[config.mk]
export PLATFORM = sky130hd
export DESIGN_NAME = tmr_top
export DESIGN_NICKNAME = d
export VERILOG_FILES = /design/src/tmr_pkg.sv /design/src/tmr_top.sv
export VERILOG_INCLUDE_DIRS = /design/src
export SDC_FILE = /design/constraint.sdc
export NUM_CORES = 1
export LEC_CHECK = 0
export BUFFER_PORTS_ARGS = -buffer_cell sky130_fd_sc_hd__buf_2
export CAP_MARGIN = 20
export CORE_MARGIN = 2
export CORE_UTILIZATION = 53
export DETAILED_ROUTE_END_ITERATION = 8
export GPL_TIMING_DRIVEN = 0
export MAX_ROUTING_LAYER = met4
export PLACE_DENSITY = 0.85
export SLEW_MARGIN = 10
export SYNTH_ARGS = -nofsm -noshare
export SYNTH_HDL_FRONTEND = slang
export SYNTH_SLANG_ARGS = --single-unit
[constraint.sdc]
create_clock -name aclk -period 2.9 [get_ports aclk]
set_input_delay 0.435 -clock aclk [delete_from_list [all_inputs] [get_ports aclk]]
set_output_delay 0.435 -clock aclk [all_outputs]
set_load 0.05 [all_outputs]
[src/tmr_cfg.svh]
// Register offsets, field positions, reset values and counts of the timer
`ifndef TMR_CFG_SVH
`define TMR_CFG_SVH
`define TMR_OFS_CTRL 4'h0
`define TMR_OFS_COUNT 4'h4
`define TMR_OFS_COMPARE 4'h8
`define TMR_OFS_FLAGS 4'hC
`define TMR_CTRL_MODE_LSB 0
`define TMR_CTRL_ACT_LSB 2
`define TMR_CTRL_DIR_BIT 4
`define TMR_FLAG_OVF_BIT 0
`define TMR_FLAG_CMP_BIT 1
`define TMR_RST_BYTE 8'h00
`define TMR_CNT_MAX 8'hFF
`define TMR_CNT_BOTTOM 8'h00
`define TMR_CNT_BELOW_MAX 8'hFE
`define TMR_CNT_ABOVE_BOTTOM 8'h01
`define TMR_RESP_OKAY 2'h0
`define TMR_RESP_SLVERR 2'h2
`endif

[src/tmr_pkg.sv]
// Types shared by the timer block
package tmr_pkg;
  // Counting sequence selected by wave_mode_sel
  typedef enum logic [1:0] {
    TMR_NORMAL = 2'h0,
    TMR_PHASE_PWM = 2'h1,
    TMR_CLEAR_ON_MATCH = 2'h2,
    TMR_FAST_PWM = 2'h3
  } tmr_mode_t;
  // Action taken on the internal output state at a match
  typedef enum logic [1:0] {
    TMR_ACT_OFF = 2'h0,
    TMR_ACT_TOGGLE = 2'h1,
    TMR_ACT_CLEAR = 2'h2,
    TMR_ACT_SET = 2'h3
  } tmr_act_t;
  // Control fields travelling together
  typedef struct packed {
    logic pin_dir_out;
    tmr_act_t cmp_out_action;
    tmr_mode_t wave_mode_sel;
  } tmr_ctrl_t;
endpackage

[src/tmr_top.sv]
// Eight-bit timer with four waveform modes behind an AXI4-Lite slave
// How it works
// - Normal mode counts up, wraps FF to 00
// - Normal overflow flag set as count becomes zero
// - Normal mode accepts count writes any time
// - Clear-on-match mode clears count at compare value
// - Clear-on-match compare writes are unbuffered
// - Clear-on-match raises match flag at top
// - Clear-on-match toggle action inverts output per match
// - Clear-on-match overflow set passing max to zero
// - Fast PWM counts bottom to max, then clears
// - Fast PWM: clear/set on match, opposite at bottom
// - Fast PWM overflow flag set at max
// - Fast PWM extremes: spike or constant level
// - Fast PWM toggle action, buffering still active
// - Phase PWM counts up, turns at max for one tick, down
// - Phase PWM: up match clears/sets, down match does the opposite
// - Phase PWM overflow flag set at bottom
// - Phase PWM extremes give constant levels
// - Phase PWM output at max equals up-match result, the opposite when compare is max
// - Missed up match still gets symmetric transition
// - Counting depends only on the waveform mode
// - Pin driven only when direction is output
// - Period follows timer tick rate, 256 or 510, compare plus one in clear-on-match
// - Match sets compare flag; write one clears
// - PWM compare writes buffered, copied at max
// - Count write blocks match in next tick
// - Action zero disconnects pin, no output change
`timescale 1ns/1ps
`include "tmr_cfg.svh"
module tmr_top
  import tmr_pkg::*;
#(
  parameter int ADDR_W = 4
) (
  input wire logic aclk,
  input wire logic aresetn,
  input wire logic timer_tick,
  input wire logic [ADDR_W-1:0] s_axi_awaddr,
  input wire logic [2:0] s_axi_awprot,
  input wire logic s_axi_awvalid,
  output logic s_axi_awready,
  input wire logic [31:0] s_axi_wdata,
  input wire logic [3:0] s_axi_wstrb,
  input wire logic s_axi_wvalid,
  output logic s_axi_wready,
  output logic [1:0] s_axi_bresp,
  output logic s_axi_bvalid,
  input wire logic s_axi_bready,
  input wire logic [ADDR_W-1:0] s_axi_araddr,
  input wire logic [2:0] s_axi_arprot,
  input wire logic s_axi_arvalid,
  output logic s_axi_arready,
  output logic [31:0] s_axi_rdata,
  output logic [1:0] s_axi_rresp,
  output logic s_axi_rvalid,
  input wire logic s_axi_rready,
  output logic compare_output_pin,
  output logic compare_output_oe_n
);

  // The decoder needs at least the four offset bits
  if (ADDR_W < 4) begin : g_addr_check
    $error("ADDR_W must be at least 4");
  end

  // Bus side state
  logic aw_hold_reg; // Write address taken, waiting for data
  logic [ADDR_W-1:0] awaddr_reg; // Held write address
  logic w_hold_reg; // Write data taken, waiting for address
  logic [7:0] wdata_reg; // Low byte of held write data
  logic wstrb_reg; // Lane 0 strobe of held write
  logic bvalid_reg; // Write response pending
  logic [1:0] bresp_reg; // Write response code
  logic rvalid_reg; // Read data pending
  logic [1:0] rresp_reg; // Read response code
  logic [31:0] rdata_reg; // Read data word

  // Timer state
  tmr_ctrl_t ctrl_reg; // Mode, action and pin direction
  logic [7:0] count_reg; // count_value
  logic [7:0] cmp_active_reg; // compare_value used by the comparator
  logic [7:0] cmp_buf_reg; // compare_value as software wrote it
  logic count_up_reg; // Phase PWM direction, high when counting up
  logic block_reg; // Suppresses the match of the next tick
  logic ovf_flag_reg; // overflow_flag
  logic cmp_flag_reg; // compare_match_flag
  logic out_state_reg; // Internal compare_output state
  logic pin_reg; // Registered pin level
  logic oe_n_reg; // Registered pin enable

  // Write and read decode, write strobes
  logic do_wr; // Address and data both held
  logic wr_hit; // Held address has no bits above bit 3
  logic wr_ctrl; // Control register write
  logic wr_count; // Count register write
  logic wr_cmp; // Compare register write
  logic wr_flags; // Flag register write (one clears)
  logic rd_hit; // Read address is mapped
  logic [7:0] rd_byte; // Selected read byte

  // Comparator and counter events
  logic at_max; // Count sits at maximum
  logic at_bottom; // Count sits at bottom
  logic pwm_mode; // Either PWM mode is selected
  logic match_hit; // Unblocked compare match on this tick
  logic ovf_event; // Overflow event on this tick
  logic up_level; // Output after an up-counting match
  logic plain_act; // Action applied at a match only
  logic [7:0] count_next; // Counter value after this tick
  logic count_up_next; // Direction after this tick
  logic out_next; // Output state after this tick

  assign do_wr = aw_hold_reg & w_hold_reg;
  assign wr_hit = (awaddr_reg >> 4) == '0;
  assign wr_ctrl = do_wr & wstrb_reg & wr_hit
    & (awaddr_reg[3:0] == `TMR_OFS_CTRL);
  assign wr_count = do_wr & wstrb_reg & wr_hit
    & (awaddr_reg[3:0] == `TMR_OFS_COUNT);
  assign wr_cmp = do_wr & wstrb_reg & wr_hit
    & (awaddr_reg[3:0] == `TMR_OFS_COMPARE);
  assign wr_flags = do_wr & wstrb_reg & wr_hit
    & (awaddr_reg[3:0] == `TMR_OFS_FLAGS);
  assign rd_hit = ((s_axi_araddr >> 4) == '0)
    & (s_axi_araddr[1:0] == 2'h0);

  // Handshake outputs: one write and one read at a time
  assign s_axi_awready = ~aw_hold_reg & ~bvalid_reg;
  assign s_axi_wready = ~w_hold_reg & ~bvalid_reg;
  assign s_axi_bvalid = bvalid_reg;
  assign s_axi_bresp = bresp_reg;
  assign s_axi_arready = ~rvalid_reg;
  assign s_axi_rvalid = rvalid_reg;
  assign s_axi_rresp = rresp_reg;
  assign s_axi_rdata = rdata_reg;
  assign compare_output_pin = pin_reg;
  assign compare_output_oe_n = oe_n_reg;

  // Write channel capture, address and data in either order
  always_ff @(posedge aclk) begin
    if (!aresetn) begin
      aw_hold_reg <= 1'b0;
      awaddr_reg <= '0;
      w_hold_reg <= 1'b0;
      wdata_reg <= `TMR_RST_BYTE;
      wstrb_reg <= 1'b0;
    end else begin
      if (s_axi_awvalid && s_axi_awready) begin
        aw_hold_reg <= 1'b1;
        awaddr_reg <= s_axi_awaddr;
      end else if (do_wr) begin
        aw_hold_reg <= 1'b0;
      end
      if (s_axi_wvalid && s_axi_wready) begin
        w_hold_reg <= 1'b1;
        wdata_reg <= s_axi_wdata[7:0];
        wstrb_reg <= s_axi_wstrb[0];
      end else if (do_wr) begin
        w_hold_reg <= 1'b0;
      end
    end
  end

  // Write response, error for an unmapped offset
  always_ff @(posedge aclk) begin
    if (!aresetn) begin
      bvalid_reg <= 1'b0;
      bresp_reg <= `TMR_RESP_OKAY;
    end else if (do_wr) begin
      bvalid_reg <= 1'b1;
      bresp_reg <= (wr_hit && awaddr_reg[1:0] == 2'h0) ?
        `TMR_RESP_OKAY : `TMR_RESP_SLVERR;
    end else if (s_axi_bready) begin
      bvalid_reg <= 1'b0;
    end
  end

  // Read byte selection
  always_comb begin
    case (s_axi_araddr[3:0])
      `TMR_OFS_CTRL: rd_byte = {3'h0, ctrl_reg};
      `TMR_OFS_COUNT: rd_byte = count_reg;
      `TMR_OFS_COMPARE: rd_byte = cmp_buf_reg;
      `TMR_OFS_FLAGS: rd_byte = {6'h00, cmp_flag_reg, ovf_flag_reg};
      default: rd_byte = `TMR_RST_BYTE;
    endcase
  end

  // Read channel, data registered at the address handshake
  always_ff @(posedge aclk) begin
    if (!aresetn) begin
      rvalid_reg <= 1'b0;
      rresp_reg <= `TMR_RESP_OKAY;
      rdata_reg <= 32'h0000_0000;
    end else if (s_axi_arvalid && s_axi_arready) begin
      rvalid_reg <= 1'b1;
      rresp_reg <= rd_hit ? `TMR_RESP_OKAY : `TMR_RESP_SLVERR;
      rdata_reg <= rd_hit ? {24'h00_0000, rd_byte} : 32'h0000_0000;
    end else if (s_axi_rready) begin
      rvalid_reg <= 1'b0;
    end
  end

  // Control register; action changes take effect at once
  always_ff @(posedge aclk) begin
    if (!aresetn) begin
      ctrl_reg <= '0;
    end else if (wr_ctrl) begin
      ctrl_reg <= tmr_ctrl_t'(wdata_reg[4:0]);
    end
  end

  assign at_max = count_reg == `TMR_CNT_MAX;
  assign at_bottom = count_reg == `TMR_CNT_BOTTOM;
  assign pwm_mode = ctrl_reg.wave_mode_sel == TMR_FAST_PWM
    || ctrl_reg.wave_mode_sel == TMR_PHASE_PWM;
  // Comparator, silenced for one tick after a count write
  assign match_hit = timer_tick & ~block_reg
    & (count_reg == cmp_active_reg);
  // Action two gives low after an up match, action three high
  assign up_level = ctrl_reg.cmp_out_action == TMR_ACT_SET;
  // Non-PWM modes and the toggle action act on matches alone
  assign plain_act = !pwm_mode
    || ctrl_reg.cmp_out_action == TMR_ACT_TOGGLE;

  // Counting sequence, chosen by the waveform mode only
  always_comb begin
    count_next = count_reg;
    count_up_next = count_up_reg;
    case (ctrl_reg.wave_mode_sel)
      TMR_NORMAL: begin
        count_next = count_reg + 8'h01;
      end
      TMR_CLEAR_ON_MATCH: begin
        // Missed top runs on through FF and wraps
        if (count_reg == cmp_active_reg) begin
          count_next = `TMR_CNT_BOTTOM;
        end else begin
          count_next = count_reg + 8'h01;
        end
      end
      TMR_FAST_PWM: begin
        if (at_max) begin
          count_next = `TMR_CNT_BOTTOM;
        end else begin
          count_next = count_reg + 8'h01;
        end
      end
      TMR_PHASE_PWM: begin
        // Max and bottom each last one tick: 510 per period
        if (count_up_reg && at_max) begin
          count_up_next = 1'b0;
          count_next = `TMR_CNT_BELOW_MAX;
        end else if (!count_up_reg && at_bottom) begin
          count_up_next = 1'b1;
          count_next = `TMR_CNT_ABOVE_BOTTOM;
        end else if (count_up_reg) begin
          count_next = count_reg + 8'h01;
        end else begin
          count_next = count_reg - 8'h01;
        end
      end
      default: begin
        count_next = count_reg;
      end
    endcase
  end

  // Overflow event per mode
  always_comb begin
    case (ctrl_reg.wave_mode_sel)
      TMR_PHASE_PWM: ovf_event = at_bottom;
      TMR_FAST_PWM: ovf_event = at_max;
      TMR_CLEAR_ON_MATCH: ovf_event = at_max;
      default: ovf_event = at_max;
    endcase
  end

  // Output action on match, bottom and top
  always_comb begin
    out_next = out_state_reg;
    if (ctrl_reg.cmp_out_action == TMR_ACT_OFF) begin
      out_next = out_state_reg;
    end else if (plain_act) begin
      // Toggle also serves fast PWM, with buffering kept
      if (match_hit) begin
        case (ctrl_reg.cmp_out_action)
          TMR_ACT_TOGGLE: out_next = ~out_state_reg;
          TMR_ACT_CLEAR: out_next = 1'b0;
          TMR_ACT_SET: out_next = 1'b1;
          default: out_next = out_state_reg;
        endcase
      end
    end else if (ctrl_reg.wave_mode_sel == TMR_FAST_PWM) begin
      // Match at max ignored, so FF gives a constant level
      if (at_max) begin
        out_next = ~up_level;
      end else if (match_hit) begin
        out_next = up_level;
      end
    end else begin
      // At top the level of an up match is restored, the opposite level when compare is max
      if (count_up_reg && at_max) begin
        out_next = (cmp_buf_reg == `TMR_CNT_MAX) ?
          ~up_level : up_level;
      end else if (match_hit) begin
        // Bottom counts as up so compare zero stays constant
        out_next = (count_up_reg || at_bottom) ?
          up_level : ~up_level;
      end
    end
  end

  // Counter and direction, a software write wins over counting
  always_ff @(posedge aclk) begin
    if (!aresetn) begin
      count_reg <= `TMR_RST_BYTE;
      count_up_reg <= 1'b1;
    end else if (wr_count) begin
      count_reg <= wdata_reg;
    end else if (timer_tick) begin
      count_reg <= count_next;
      count_up_reg <= count_up_next;
    end
  end

  // Match block: armed by a count write, spent by the next tick
  always_ff @(posedge aclk) begin
    if (!aresetn) begin
      block_reg <= 1'b0;
    end else if (wr_count) begin
      block_reg <= 1'b1;
    end else if (timer_tick) begin
      block_reg <= 1'b0;
    end
  end

  // Compare value: direct outside PWM, copied at max inside
  always_ff @(posedge aclk) begin
    if (!aresetn) begin
      cmp_active_reg <= `TMR_RST_BYTE;
      cmp_buf_reg <= `TMR_RST_BYTE;
    end else begin
      if (wr_cmp) begin
        cmp_buf_reg <= wdata_reg;
      end
      if (wr_cmp && !pwm_mode) begin
        cmp_active_reg <= wdata_reg;
      end else if (pwm_mode && timer_tick && at_max) begin
        cmp_active_reg <= cmp_buf_reg;
      end
    end
  end

  // Flags: hardware set wins over a write-one clear
  always_ff @(posedge aclk) begin
    if (!aresetn) begin
      ovf_flag_reg <= 1'b0;
      cmp_flag_reg <= 1'b0;
    end else begin
      if (timer_tick && ovf_event) begin
        ovf_flag_reg <= 1'b1;
      end else if (wr_flags && wdata_reg[`TMR_FLAG_OVF_BIT]) begin
        ovf_flag_reg <= 1'b0;
      end
      if (match_hit) begin
        cmp_flag_reg <= 1'b1;
      end else if (wr_flags && wdata_reg[`TMR_FLAG_CMP_BIT]) begin
        cmp_flag_reg <= 1'b0;
      end
    end
  end

  // Internal output state, moves on ticks only
  always_ff @(posedge aclk) begin
    if (!aresetn) begin
      out_state_reg <= 1'b0;
    end else if (timer_tick) begin
      out_state_reg <= out_next;
    end
  end

  // Pin stage: enable follows direction, level needs an action
  always_ff @(posedge aclk) begin
    if (!aresetn) begin
      pin_reg <= 1'b0;
      oe_n_reg <= 1'b1;
    end else begin
      pin_reg <= (ctrl_reg.cmp_out_action != TMR_ACT_OFF)
        & out_state_reg;
      oe_n_reg <= ~ctrl_reg.pin_dir_out;
    end
  end

  // Checks
  a_normal_wrap: assert property (@(posedge aclk) disable iff (!aresetn)
    timer_tick && !wr_count && at_max
    && ctrl_reg.wave_mode_sel == TMR_NORMAL |=> count_reg == 8'h00)
    else $error("normal mode did not wrap");
  a_normal_ovf: assert property (@(posedge aclk) disable iff (!aresetn)
    timer_tick && at_max && ctrl_reg.wave_mode_sel == TMR_NORMAL
    |=> ovf_flag_reg)
    else $error("overflow flag missed");
  a_ctc_clear: assert property (@(posedge aclk) disable iff (!aresetn)
    timer_tick && !wr_count && count_reg == cmp_active_reg
    && ctrl_reg.wave_mode_sel == TMR_CLEAR_ON_MATCH
    |=> count_reg == 8'h00)
    else $error("clear on match failed");
  a_ctc_toggle: assert property (@(posedge aclk) disable iff (!aresetn)
    match_hit && ctrl_reg.wave_mode_sel == TMR_CLEAR_ON_MATCH
    && ctrl_reg.cmp_out_action == TMR_ACT_TOGGLE
    |=> out_state_reg != $past(out_state_reg))
    else $error("toggle missed");
  a_fast_restart: assert property (@(posedge aclk) disable iff (!aresetn)
    timer_tick && !wr_count && at_max
    && ctrl_reg.wave_mode_sel == TMR_FAST_PWM |=> at_bottom)
    else $error("fast pwm did not restart");
  a_fast_bottom: assert property (@(posedge aclk) disable iff (!aresetn)
    timer_tick && at_max && ctrl_reg.wave_mode_sel == TMR_FAST_PWM
    && ctrl_reg.cmp_out_action == TMR_ACT_CLEAR && !wr_ctrl
    |-> ##2 pin_reg)
    else $error("fast pwm not set at bottom");
  a_phase_turn: assert property (@(posedge aclk) disable iff (!aresetn)
    timer_tick && !wr_count && at_max && count_up_reg
    && ctrl_reg.wave_mode_sel == TMR_PHASE_PWM
    |=> count_reg == 8'hFE && !count_up_reg)
    else $error("phase pwm did not turn");
  a_phase_ovf: assert property (@(posedge aclk) disable iff (!aresetn)
    timer_tick && at_bottom && ctrl_reg.wave_mode_sel == TMR_PHASE_PWM
    |=> ovf_flag_reg)
    else $error("phase pwm overflow missed");
  a_match_flag: assert property (@(posedge aclk) disable iff (!aresetn)
    match_hit |=> cmp_flag_reg)
    else $error("compare flag missed");
  a_write_block: assert property (@(posedge aclk) disable iff (!aresetn)
    block_reg && timer_tick && !cmp_flag_reg |=> !cmp_flag_reg)
    else $error("blocked match set the flag");
  a_pin_dir: assert property (@(posedge aclk) disable iff (!aresetn)
    !ctrl_reg.pin_dir_out |=> compare_output_oe_n)
    else $error("pin driven while input");

endmodule
==> impl_metrics.ini <==
[outcome]
result_of_the_run = completed

[routing]
dr_total_vias = 3718
route.detailed.drc = 0
totalWireLength_microns = 11300
initialDrtViolationCount = 401
final_antenna_net_count = 0
vias_per_cell = 5.89
post_drt_wl_per_cell_microns = 17.9
first_pass_iters = 6

[yosys]
ys_top_cells_by_area = dfxtp_1, mux2i_1, buf_4
post_synth_num_cell_types = 65
postSynthCellCount = 454
synth_warnings = 0
post_synth_instance_area_sq_um = 3830
synth.top_cell.area_share_pct = 32.9
synth_area_leader_cell = dfxtp_1
number_of_register_bits_inferred_by_synthesis = 63
sequential_fraction_of_the_synthesis_area_pct = 32.9
synth_enable_flop_cells = 0
synthesis.area_per_instance_sq_um = 8.43
synthArstFlopShare_pct = 0
postSynth.topFlopCell = dfxtp_1

[place]
cell_area_after_placement_sq_um = 4240
placed_wire_length_estimate_after_detailed_placement_microns = 8300
dp_cells = 615
rd_place_congestion = 0.994
portBuffers = 40

[timing]
finalSetupViolCount = 0
setup_repair_after_global_routing_missed_its_margin = no
slew_at_the_pin_closest_to_its_max_slew_limit_ns = 1.17
relSlewSlack_pct = 20.9
max_freq_mhz = 371
final_min_period_over_clock_period_pct = 92.9
clock-skew-final_ns = 0.0135
maxSlewViolCount = 0
hold_viol = 0
post_route_setup_tns_ns = 0
final_period_minus_worst_setup_slack_ns = 2.70

[power_and_ir_drop]
irDropWorstVdd_v = 0.000343
clock_power_share_pct = 37.7
power_frac_seq_pct = 44.9
power_switching_mw = 0.663
p_leak_nw = 2.01
power.internal_mw = 1.41
comb_power_share_pct = 17.5
power_switching_share_pct = 32.0
pwr_density_cell_nw_per_um2 = 467

[cts]
cts-buffers-inserted = 9
clock_insertion_delay_worst_skew_ns = 0.35
post_cts.resized_instances = 0
max-clock-path-buffers = 2
tritoncts = yes
cts_sink_cnt = 63
h-tree-depth = 3
cts.clk_slew.worst_paths_ns = 0.08
post-cts-setup-buffer-count = 0
cts.hold.buffers_added = 0
ctsRootBufferMaster = clkbuf_8

[floorplan]
die_w_microns = 89.0
fp.coreArea_sq_um = 6910
floorplan.rows = 30
die-area_sq_um = 7920
floorplan.die.height_microns = 89.0
floorplan.io_pins = 101
start_util_pct = 55.4

[global_routing]
grt_first_pass_wirelength_microns = 17500
first_global_vias = 3293
global_route.overflow_total = 0
grt_max_degree = 13
global_route.usage.total_pct = 30.6
grt_antenna_before_repair = 0

[layout]
fin_util_pct = 64.3
antenna_cells = 0
filler_cell_count = 600
layout.cell_area.non_filler_sq_um = 4440
final_layout_size_suffix_gt1_share_pct = 18.5
fin_cells = 631
synthToLayoutAreaGrowth_pct = 15.9
design.final.nets = 591

[setup_path]
worst_ep_required_time_ns = 3.13
critical_path.max_fanout = 10
crit_type = reg2reg
startpoint_type = flip-flop
worst-endpoint-arrival_ns = 2.92
endpoint_kind = flip-flop

[hold_path]
min_path_type = in2reg

[run]
cap_violations = 0
-- worst max-delay path, stage by stage (launching register included) --
cell and delay, ns:
dfxtp_1 0.33, clkbuf_1 0.44, xor2_1 0.20, nor4_2 0.71, nand4_1 0.36, nor4b_1 0.27, a221o_1 0.27
-- placed cells by master (no fill, tap or decap), types with 6 or more instances in the layout --
cell type	n
dfxtp_1	63
nand2_1	50
buf_2	45
mux2i_1	33
nor2b_1	32
buf_4	28
conb_1	26
clkbuf_1	21
nor2_1	16
o21ai_0	16
inv_1	12
a21boi_0	12
a21oi_1	12
xor2_1	11
nand3_1	11
nor3_1	10
a22oi_1	10
o211a_1	9
clkbuf_8	9
nand2b_1	8
nand4_1	8
o211ai_1	6
-- cell families after synthesis --
group           after synthesis  share of synthesized area, %
simple gates                170                          24.2
compound gates              100                          19.1
buf+inv                      67                          9.48
flops                        63                          32.9
mux                          35                          9.80
xor+xnor                     15                          3.43
fa+ha+maj                     3                         0.980
other cells                   1                        0.0979
-- routing by layer --
| layer | up-vias | part of all wire [%] | track usage, % | wire [microns] |
|---|---|---|---|---|
| li1 | 1729 | - | - | - |
| met5 | - | 0 | - | 0 |
| met4 | 0 | 3.3 | 11.5 | 375 |
| met3 | 45 | 8.2 | 6.28 | 926 |
| met2 | 218 | 46 | 46.8 | 5150 |
| met1 | 1726 | 43 | 40.0 | 4850 |
-- cell usage after synthesis (all sizes together), types with 4 or more instances --
library cell and number:
a21oi 12, o21ai 16, nor2b 32, clkbuf 21
mux2i 33, nand2b 8, a31oi 5, inv 12
nand3 11, a22oi 10, a21boi 13, nor3 11
o211ai 7, o211a 9, nor4 5, and2 5
o31ai 5, nand2 50, and3 5, nand4 8
xnor2 4, nor2 16, buf 34, dfxtp 63
xor2 11
-- power groups by stage --
| stage | sequential, mW | clock, mW | combinational, mW |
|---|---|---|---|
| after detailed placement | 0.947 | 0 | 0.355 |
| after global routing | 0.932 | 0.819 | 0.387 |
| after global placement | 0.946 | 0 | 0.353 |
| final | 0.930 | 0.780 | 0.362 |
| after CTS | 0.927 | 0.778 | 0.356 |
| after floorplan | 0.945 | 0 | 0.271 |
-- layout make-up --
type                       count  area (sq um)  share of cell area [%]
buffer                        55           318                    7.16
multi-input combinational    349          2300                    51.8
clock buffer                   9           124                    2.79
tap                           96           120                    2.71
timing repair buffer          40           200                    4.51
inverter                      12          45.0                    1.01
sequential                    63          1260                    28.4
clock inverter                 7          71.3                    1.61
-- worst paths after layout --
check / slack, ns / end / depth (start not counted) / from
max reg2reg: 0.20 / count_reg[1]$_SDFFE_PN0P_ / 6 / count_reg[1]$_SDFFE_PN0P_
min: 0.32 / s_axi_rvalid$_SDFFE_PN0P_ / 2 / s_axi_arvalid
max: 0.20 / count_reg[1]$_SDFFE_PN0P_ / 6 / count_reg[1]$_SDFFE_PN0P_
min reg2reg: 0.40 / compare_output_oe_n$_SDFF_PN1_ / 1 / ctrl_reg[4]$_SDFFE_PN0P_
-- per-stage QoR --
stage | hold WS (ns) | setup WS, ns | power, mW
global placement | 0.385 | 0.239 | 1.30
detailed placement | 0.386 | 0.385 | 1.30
floorplan | 0.370 | 0.840 | 1.22
global route | 0.320 | 0.144 | 2.14
CTS | 0.315 | 0.350 | 2.06
finish | 0.322 | 0.205 | 2.07
(Power assumes the default switching activity.)
